**config.mk**
```make
export PLATFORM = sky130hd
export DESIGN_NAME = osw_ctrl
export DESIGN_NICKNAME = d
export VERILOG_FILES = /design/src/rtl/osw_pkg.sv /design/src/rtl/osw_ctrl.sv
export SDC_FILE = /design/constraint.sdc
export NUM_CORES = 1
export LEC_CHECK = 0
export BUFFER_PORTS_ARGS = -buffer_cell sky130_fd_sc_hd__buf_2
export CORE_UTILIZATION = 35
export DETAILED_ROUTE_END_ITERATION = 10
export PLACE_DENSITY_LB_ADDON = 0.25
export SYNTH_ARGS = -nofsm -noshare
export SYNTH_HDL_FRONTEND = slang
export SYNTH_SLANG_ARGS = --single-unit
export TNS_END_PERCENT = 100
```
**constraint.sdc**
```tcl
create_clock -name pclk -period 1.8 [get_ports pclk]
set_input_delay 0.18 -clock pclk [delete_from_list [all_inputs] [get_ports pclk]]
set_output_delay 0.18 -clock pclk [all_outputs]
set_load 0.005 [all_outputs]
```
**src/rtl/osw_pkg.sv**
```systemverilog
// Package: register map, field layout and states of the oscillator switch
package osw_pkg;
    localparam logic [11:0] OSW_CTRL_ADDR   = 12'h000;
    localparam logic [11:0] OSW_UNLOCK_ADDR = 12'h004;
    localparam int          OSW_ADDR_W      = 12;
    // Unlock key values are arbitrary
    localparam logic [15:0] OSW_KEY1        = 16'h5AC3;
    localparam logic [15:0] OSW_KEY2        = 16'hC35A;
    localparam int          OSW_REQ_BIT     = 0;
    localparam int          OSW_LPEN_BIT    = 1;
    localparam int          OSW_CF_BIT      = 3;
    localparam int          OSW_LOCK_BIT    = 5;
    localparam int          OSW_NSEL_LSB    = 8;
    localparam int          OSW_CSEL_LSB    = 12;
    localparam int          OSW_SRC_W       = 3;
    localparam int          OSW_CNT_W       = 4;
    localparam int          OSW_NEW_CLK_WAIT = 10;
    localparam logic [2:0]  OSW_SRC_RST     = 3'h0;
    localparam logic [1:0]  OSW_SY_RST      = 2'h0;
    localparam logic [3:0]  OSW_CNT_ZERO    = 4'h0;
    localparam logic [31:0] OSW_WORD_ZERO   = 32'h0000_0000;

    typedef enum logic [1:0] {
        OSW_IDLE  = 2'b00,
        OSW_READY = 2'b01,
        OSW_COUNT = 2'b10
    } osw_state_e;

    typedef struct packed {
        logic [1:0]           fail_sy;
        logic [1:0]           rdy_sy;
        logic [1:0]           tick_sy;
        logic [1:0]           swen_sy;
        logic                 tick_prev;
        logic                 key1_seen;
        logic                 unlocked;
        logic                 req;
        logic                 lp_en;
        logic                 cf;
        logic [OSW_SRC_W-1:0] nsel;
        logic [OSW_SRC_W-1:0] csel;
        osw_state_e           st;
        logic [OSW_CNT_W-1:0] cnt;
        logic                 pready;
        logic                 pslverr;
        logic [31:0]          prdata;
    } osw_regs_s;
endpackage : osw_pkg

```
**src/rtl/osw_ctrl.sv**
```systemverilog
// Oscillator switch control and status register with APB slave
// Operation
// - Clock-fail flag, bit 3, sets on a detected clock failure, else stays zero.
// - Software reads the clock-fail flag and clears it by writing zero to it; starting a switch also clears it.
// - Bit 1 enables the secondary low-power oscillator while set.
// - Writing one to bit 0 starts a switch to the selected new source.
// - Bit 0 reads zero once the switch has completed.
// - Bit 2 is unused: reads zero, writes ignored.
// - Register writes are accepted only after the unlock sequence.
// - Register resets only on power-on reset; other resets leave it.
// - Request for the already current source clears the bit and aborts.
// - After the new source is ready, wait ten new-clock cycles.
// - Current source takes the new selection as the request bit clears.
// - With switching disabled, the request bit is ignored and held zero.
//
// Decided for this implementation: the APB slave port and the register offsets.
module osw_ctrl
    import osw_pkg::*;
#(
    parameter int unsigned NEW_CLK_WAIT = OSW_NEW_CLK_WAIT
) (
    // Clock, power-on reset and clock enable
    input  wire logic                 pclk,
    input  wire logic                 presetn,
    input  wire logic                 clk_en,
    // APB slave
    input  wire logic                 psel,
    input  wire logic                 penable,
    input  wire logic                 pwrite,
    input  wire logic [11:0]          paddr,
    input  wire logic [31:0]          pwdata,
    output logic                      pready,
    output logic                      pslverr,
    output logic [31:0]               prdata,
    // Oscillator unit side, asynchronous inputs
    input  wire logic                 fail_detect,
    input  wire logic                 src_ready,
    input  wire logic                 new_clk_tick,
    input  wire logic                 switch_allowed,
    // Oscillator unit side, controls and status
    output logic                      secondary_osc_enable,
    output logic [OSW_SRC_W-1:0]      new_source_select,
    output logic [OSW_SRC_W-1:0]      current_source,
    output logic                      switch_request
);
    osw_regs_s r_q;
    osw_regs_s r_d;

    logic        acc;
    logic        setup;
    logic        wr_ctrl;
    logic        wr_unl;
    logic [15:0] ctrl_rd;
    logic        tick_edge;

    always_comb begin
        ctrl_rd = '0;
        ctrl_rd[OSW_REQ_BIT]  = r_q.req;
        ctrl_rd[OSW_LPEN_BIT] = r_q.lp_en;
        ctrl_rd[OSW_CF_BIT]   = r_q.cf;
        ctrl_rd[OSW_LOCK_BIT] = r_q.rdy_sy[1];
        ctrl_rd[OSW_NSEL_LSB +: OSW_SRC_W] = r_q.nsel;
        ctrl_rd[OSW_CSEL_LSB +: OSW_SRC_W] = r_q.csel;     // bit 2 stays 0
    end

    always_comb begin
        r_d   = r_q;
        acc   = psel && penable && r_q.pready;
        setup = psel && !penable;
        wr_ctrl = acc && pwrite && (paddr == OSW_CTRL_ADDR);
        wr_unl  = acc && pwrite && (paddr == OSW_UNLOCK_ADDR);
        tick_edge = r_q.tick_sy[1] && !r_q.tick_prev;

        // Only the second flop of each synchroniser feeds logic
        r_d.fail_sy   = {r_q.fail_sy[0], fail_detect};
        r_d.rdy_sy    = {r_q.rdy_sy[0], src_ready};
        r_d.tick_sy   = {r_q.tick_sy[0], new_clk_tick};
        r_d.swen_sy   = {r_q.swen_sy[0], switch_allowed};
        r_d.tick_prev = r_q.tick_sy[1];

        // APB: no wait states, answer registered in the setup cycle
        r_d.pready  = setup;
        r_d.pslverr = 1'b0;
        r_d.prdata  = OSW_WORD_ZERO;
        if (setup) begin
            if (paddr == OSW_CTRL_ADDR) begin
                r_d.prdata[15:0] = ctrl_rd;
            end else if (paddr != OSW_UNLOCK_ADDR) begin
                r_d.pslverr = 1'b1;
            end
        end

        // Two keys back to back open exactly one control write
        if (wr_unl) begin
            r_d.key1_seen = (pwdata[15:0] == OSW_KEY1);
            if (r_q.key1_seen && pwdata[15:0] == OSW_KEY2) begin
                r_d.unlocked = 1'b1;
            end else begin
                r_d.unlocked = 1'b0;
            end
        end else if (acc && pwrite) begin
            r_d.key1_seen = 1'b0;
            r_d.unlocked  = 1'b0;
        end

        if (wr_ctrl && r_q.unlocked) begin
            r_d.lp_en = pwdata[OSW_LPEN_BIT];
            if (!pwdata[OSW_CF_BIT]) begin
                r_d.cf = 1'b0;
            end
            // Selection is frozen while a switch runs to keep the target stable
            if (!r_q.req) begin
                r_d.nsel = pwdata[OSW_NSEL_LSB +: OSW_SRC_W];
                if (pwdata[OSW_REQ_BIT]) begin
                    r_d.req = 1'b1;
                end
            end
        end

        unique case (r_q.st)
            OSW_IDLE: begin
                if (r_q.req) begin
                    if (r_q.nsel == r_q.csel) begin
                        r_d.req = 1'b0;
                    end else begin
                        r_d.cf = 1'b0;
                        r_d.st = OSW_READY;
                    end
                end
            end
            OSW_READY: begin
                r_d.cnt = OSW_CNT_ZERO;
                if (r_q.rdy_sy[1]) begin
                    r_d.st = OSW_COUNT;
                end
            end
            OSW_COUNT: begin
                if (tick_edge) begin
                    r_d.cnt = r_q.cnt + 1'b1;
                    if (r_q.cnt == OSW_CNT_W'(NEW_CLK_WAIT - 1)) begin
                        r_d.st   = OSW_IDLE;
                        r_d.req  = 1'b0;
                        r_d.csel = r_q.nsel;
                    end
                end
            end
            default: begin
                r_d.st = OSW_IDLE;
            end
        endcase

        if (!r_q.swen_sy[1]) begin
            r_d.req = 1'b0;
            r_d.st  = OSW_IDLE;
        end

        // A failure in the same cycle as a clear still sets the flag
        if (r_q.fail_sy[1]) begin
            r_d.cf = 1'b1;
        end
    end

    // Only power-on reset clears this state; no other reset is wired in
    always_ff @(posedge pclk or negedge presetn) begin
        if (!presetn) begin
            r_q <= '{fail_sy:   OSW_SY_RST,
                     rdy_sy:    OSW_SY_RST,
                     tick_sy:   OSW_SY_RST,
                     swen_sy:   OSW_SY_RST,
                     tick_prev: 1'b0,
                     key1_seen: 1'b0,
                     unlocked:  1'b0,
                     req:       1'b0,
                     lp_en:     1'b0,
                     cf:        1'b0,
                     nsel:      OSW_SRC_RST,
                     csel:      OSW_SRC_RST,
                     st:        OSW_IDLE,
                     cnt:       OSW_CNT_ZERO,
                     pready:    1'b0,
                     pslverr:   1'b0,
                     prdata:    OSW_WORD_ZERO};
        end else if (clk_en) begin
            r_q <= r_d;
        end
    end

    assign pready               = r_q.pready;
    assign pslverr              = r_q.pslverr;
    assign prdata               = r_q.prdata;
    assign secondary_osc_enable = r_q.lp_en;
    assign new_source_select    = r_q.nsel;
    assign current_source       = r_q.csel;
    assign switch_request       = r_q.req;
endmodule : osw_ctrl

```
### Word-level counts from Yosys, hierarchy flattened

Index checks and enable logic that the tools add are counted.

| cells by class | value |
|---|---|
| $add $sub $neg | 1 |
| eq/ne operators | 14 |
| reductions and logical operators | 21 |
| bitwise logic cells | 1 |
| multiplexer cells | 31 |

Operators by type and width:

| cell | number |
|---|---|
| $mux W15 | 2 |
| $eq A16 B15 Y1 const B | 1 |
| $eq A16 B16 Y1 const B | 1 |
| $mux W1 | 16 |
| $ne A3 B3 Y1 const B | 5 |
| $mux W2 | 7 |
| $eq A12 B3 Y1 const B | 1 |
| $logic_not A12 Y1 | 1 |
| $mux W6 | 2 |
| $ne A12 B3 Y1 const B | 1 |
| $logic_and A1 B1 Y1 | 9 |
| $pmux W4 S2 | 1 |
| $pmux W2 S3 | 1 |
| $reduce_and A3 Y1 | 2 |
| $reduce_and A6 Y1 | 1 |
| $add A4 B1 Y4 const B | 1 |
| $eq A4 B4 Y1 const B | 1 |
| $reduce_and A2 Y1 | 2 |
| $reduce_and A4 Y1 | 1 |
| $reduce_bool A2 Y1 | 2 |
| $eq A3 B3 Y1 | 1 |
| $mux W3 | 1 |
| $eq A2 B1 Y1 const B | 1 |
| $eq A2 B2 Y1 const B | 1 |
| 5 further kinds | 6 |

| word-level totals | value |
|---|---|
| register bits | 44 |
| input bits | 54 |
| word-level logic and storage cells | 85 |

### Longest topological paths before layout

| logic depth | value |
|---|---|
| depth in word-level cells | 10 |
| depth in mapped cells | 6 |
| mapped depth without buffers | 6 |

### Worst setup path before layout

OpenSTA, ideal clock, no wires.

| timing path | value |
|---|---|
| path type | reg2reg |
| start | reg r_q[35] (netlist bit) |
| end | reg r_q (netlist bit current_source[0]) |
| cell stages (with the launch flop) | 6 |
| arrival | 1.393 ns |
| setup time | 0.125 ns |
| path slack | 0.282 ns |
| cells stage by stage | dfrtp_1 -> inv_1 -> ha_1 -> nand2_1 -> or4_4 -> mux2_4 |

| on the way | value |
|---|---|
| cells in the longest elaborated chain, start to end | 2 |

Ends and longest elaborated chain:

| element | line | text |
|---|---|---|
| start: declaration | osw_ctrl.sv:46 | `osw_regs_s r_q;` |
| start signal: assignment | osw_ctrl.sv:166 | `r_q <= '{fail_sy: OSW_SY_RST,` |
| start signal: assignment | osw_ctrl.sv:184 | `r_q <= r_d;` |
| $eq A4 B4 Y1 | osw_ctrl.sv:140 | `if (r_q.cnt == OSW_CNT_W'(NEW_CLK_WAIT - 1)) begin` |
| $reduce_and A4 Y1 (no source line) | - |  |

Every way passes these cells.
A chain may end at the register's enable or synchronous reset.

### Final worst setup path

| timing path | value |
|---|---|
| start | reg r_q[35] (netlist bit) |
| end | reg r_q (netlist bit current_source[1]) |

Same word-level chain as after synthesis.

==> out/qor.csv <==
stage,metric,value,unit
run_status,status,completed,
sta,skew final,0.005708,ns
sta,Sum Neg Setup Slack,0,ns
hold_path,hold depth,2,
sta,setup violators final,0,
placed_design,port buffer count,57,
logic_synthesis,synthesized area,2138,um^2
cts,clock latency at the later pin of the worst-skew pair,0.29,ns
logic_synthesis,number of enable flip-flop cells after synthesis,0,
logic_synthesis,most frequent cell after synthesis,buf_4,
grt,first-pass GRT wire length,7279,um
logic_synthesis,Post-synth top flop,dfrtp_1,
critical_path,"Req. time, crit path",1.98,ns
cts,H-Tree Depth,2,
hold_path,hold endpoint,r_d[55]$_DFFE_PN0P_,
logic_synthesis,count of different cell masters after synthesis,46,
routing,vias,1567,
critical_path,Crit Path Max Fanout,4,
grt,vias in the first global route,1458,
critical_path,worst r2r src,r_q[35]$_DFFE_PN0P_,
routing,drt drc,0,
power_and_ir_drop,Pwr per Cell Area,735.1,nW/um^2
sta,Final Hold Viols,0,
floorplan,Die Y-Extent,80.16,um
sta,Max Freq,609.1,MHz
sta,RSZ-0062 raised after global routing,false,
power_and_ir_drop,Max IR drop VDD,0.3577,mV
cts,"Setup Fix Bufs, Post-CTS",0,
critical_path,Worst EP arrival,1.82,ns
routing,Iteration-0 DRC Markers,114,
logic_synthesis,top cell type's share of synthesized area,44.47,%
routing,"antenna viol nets, final",0,
floorplan,# IOs,96,
floorplan,Die X,80.16,um
critical_path,r2r endpoint,current_source[1]$_DFFE_PN0P_,
job,number of max-cap violations,0,
cts,CTS buffer count,5,
cts,clk slew on worst S/H paths,0.08,ns
routing,wire length per cell,13.42,um
layout,design area,2464,um^2
routing,final WL,4349,um
logic_synthesis,Synth area leaders,"dfrtp_1, buf_4, mux2_2",
placed_design,GP Congestion,0.8027,
logic_synthesis,syn avg cell area,10.80,um^2
logic_synthesis,"FFs w/ async S/R, synth",100.0,%
critical_path,CP Capture Type,flop,
sta,fin crit share,91.21,%
floorplan,num rows,28,
logic_synthesis,top post-synthesis cells by count,"buf_4, dfrtp_1, a22o_1, nand2_1, mux2_2",
cts,Root Buffer,clkbuf_8,
logic_synthesis,"flops & latches, synth",38,
critical_path,Setup CP Type,reg -> reg,
logic_synthesis,Syn. warnings,0,
sta,post-route minimum period,1.642,ns
routing,Vias per Instance,4.836,
hold_path,HP Class,in -> reg,
critical_path,"reg-to-reg slack, setup",0.16,ns
layout,share of post-route cells with drive strength above 1,36.55,%
cts,total clock sinks,38,
critical_path,Reg2Reg Depth,5,
placed_design,dpl hpwl,3169,um
power_and_ir_drop,Leakage Power,1.236,nW
layout,area grow syn2layout,15.21,%
logic_synthesis,post-synthesis sequential area ratio,44.47,%
floorplan,core area,5921,um^2
cts,worst-case clock buffer depth,2,
grt,initial antenna violation count,0,
placed_design,placed inst area,2344,um^2
cts,TritonCTS clock tree,yes,
layout,FILL cells,600,
sta,max-slew violation count,0,
routing,Pre-antenna DRT Iters,4,
hold_path,Hold Startpoint,new_clk_tick,
critical_path,Setup crit start kind,flop,
logic_synthesis,leading area contributor after synthesis,dfrtp_1,
grt,largest net degree at the start of global routing,39,
logic_synthesis,Post-Synthesis Cells,198,
layout,diode count,0,
grt,Tot GR Track Use,14.91,%
grt,grt total ovfl,0,
floorplan,total die area,6426,um^2
layout,fin nets,304,
floorplan,starting density of the core,36.12,%
worst max-delay path, stage by stage (launching register included):
cell	delay, ns
dfrtp_1	0.43
inv_1	0.09
ha_1	0.14
nand2_1	0.07
or4_4	0.48
mux2_4	0.31
where the power goes:
part	internal (mW)	switching (mW)
clock network	0.414	0.316
logic	0.0813	0.0903
registers	0.883	0.0269
how the worst max path moves through the flow:
stage | from | end | cells after the start
after floorplan | r_q[35]$_DFFE_PN0P_ | current_source[0]$_DFFE_PN0P_ | 5
after global placement | paddr[4] | secondary_osc_enable$_DFFE_PN0P_ | 5
after detailed placement | paddr[4] | secondary_osc_enable$_DFFE_PN0P_ | 5
after CTS | r_q[35]$_DFFE_PN0P_ | current_source[1]$_DFFE_PN0P_ | 5
after global routing | r_q[35]$_DFFE_PN0P_ | current_source[1]$_DFFE_PN0P_ | 5
final | r_q[35]$_DFFE_PN0P_ | current_source[1]$_DFFE_PN0P_ | 5
timing repair:
item                      CTS  global route
hold buffers                1             0
gates resized for setup     0             0
hold endpoints to repair   38             0
registers in the layout, indices dropped and copies added (netlist names), 2 cells and up:
name               cells
current_source         3
prdata                10
r_d                    5
r_q                   11
new_source_select      3
ctrl_rd                2
logic make-up (layout without fill, tap and decap cells):
kind of cell / after synthesis / after routing / synth area share, %
adder cells (fa/ha/maj): 2 / 2 / 1.170
XOR/XNOR: 3 / 3 / 1.229
AO/OA/AOI/OAI: 36 / 36 / 12.41
AND/OR/NAND/NOR: 50 / 50 / 15.57
buffers and inverters: 52 / 82 / 16.03
multiplexers: 16 / 16 / 8.952
flip-flops: 38 / 38 / 44.47
other: 1 / 22 / 0.1754
per-layer routing:
metal	routed length (um)	share of wire (%)	up-vias	track usage [%]
met5	0	0	-	0
met4	89	2.0	0	5.893
met1	2095	48	746	20.50
li1	-	-	757	-
met3	245	5.6	7	3.636
met2	1918	44	57	22.39
cell type report:
class	count	area (um^2)	area share, %
Inverter	8	30.03	1.219
Timing Repair Buffer	66	355.3	14.42
Clock inverter	2	37.54	1.524
Clock buffer	6	72.57	2.946
Multi-Input combinational cell	129	923.4	37.48
Sequential cell	38	950.9	38.60
Tap cell	75	93.84	3.809
stage by stage:
step	std cells	setup WS, ns	hold WS [ns]	total power [mW]	util [%]
floorplan	219	0.2815	-0.1156	1.038	-
detailed placement	315	0.1399	0.2701	1.098	39.58
global route	324	0.1097	0.1061	1.888	41.61
CTS	324	0.1733	0.1053	1.825	41.61
finish	324	0.1582	0.1098	1.811	41.61
global placement	315	0.1565	0.2677	1.095	39.58
placed cells by master (no fill, tap or decap), drive strengths merged, types with 2 or more instances in the layout:
master,n
buf,65
a31oi,2
nor4,4
nor2b,3
inv,8
xor2,2
nand3,5
nand2,11
o211ai,2
ha,2
or4,2
dfrtp,38
a22o,11
mux2,16
o2bb2ai,2
nor2,7
o311ai,2
clkbuf,6
nor4b,3
a21oi,4
o21ai,7
nand4,5
conb,22
Note: power is estimated with default switching activity, not from simulation.
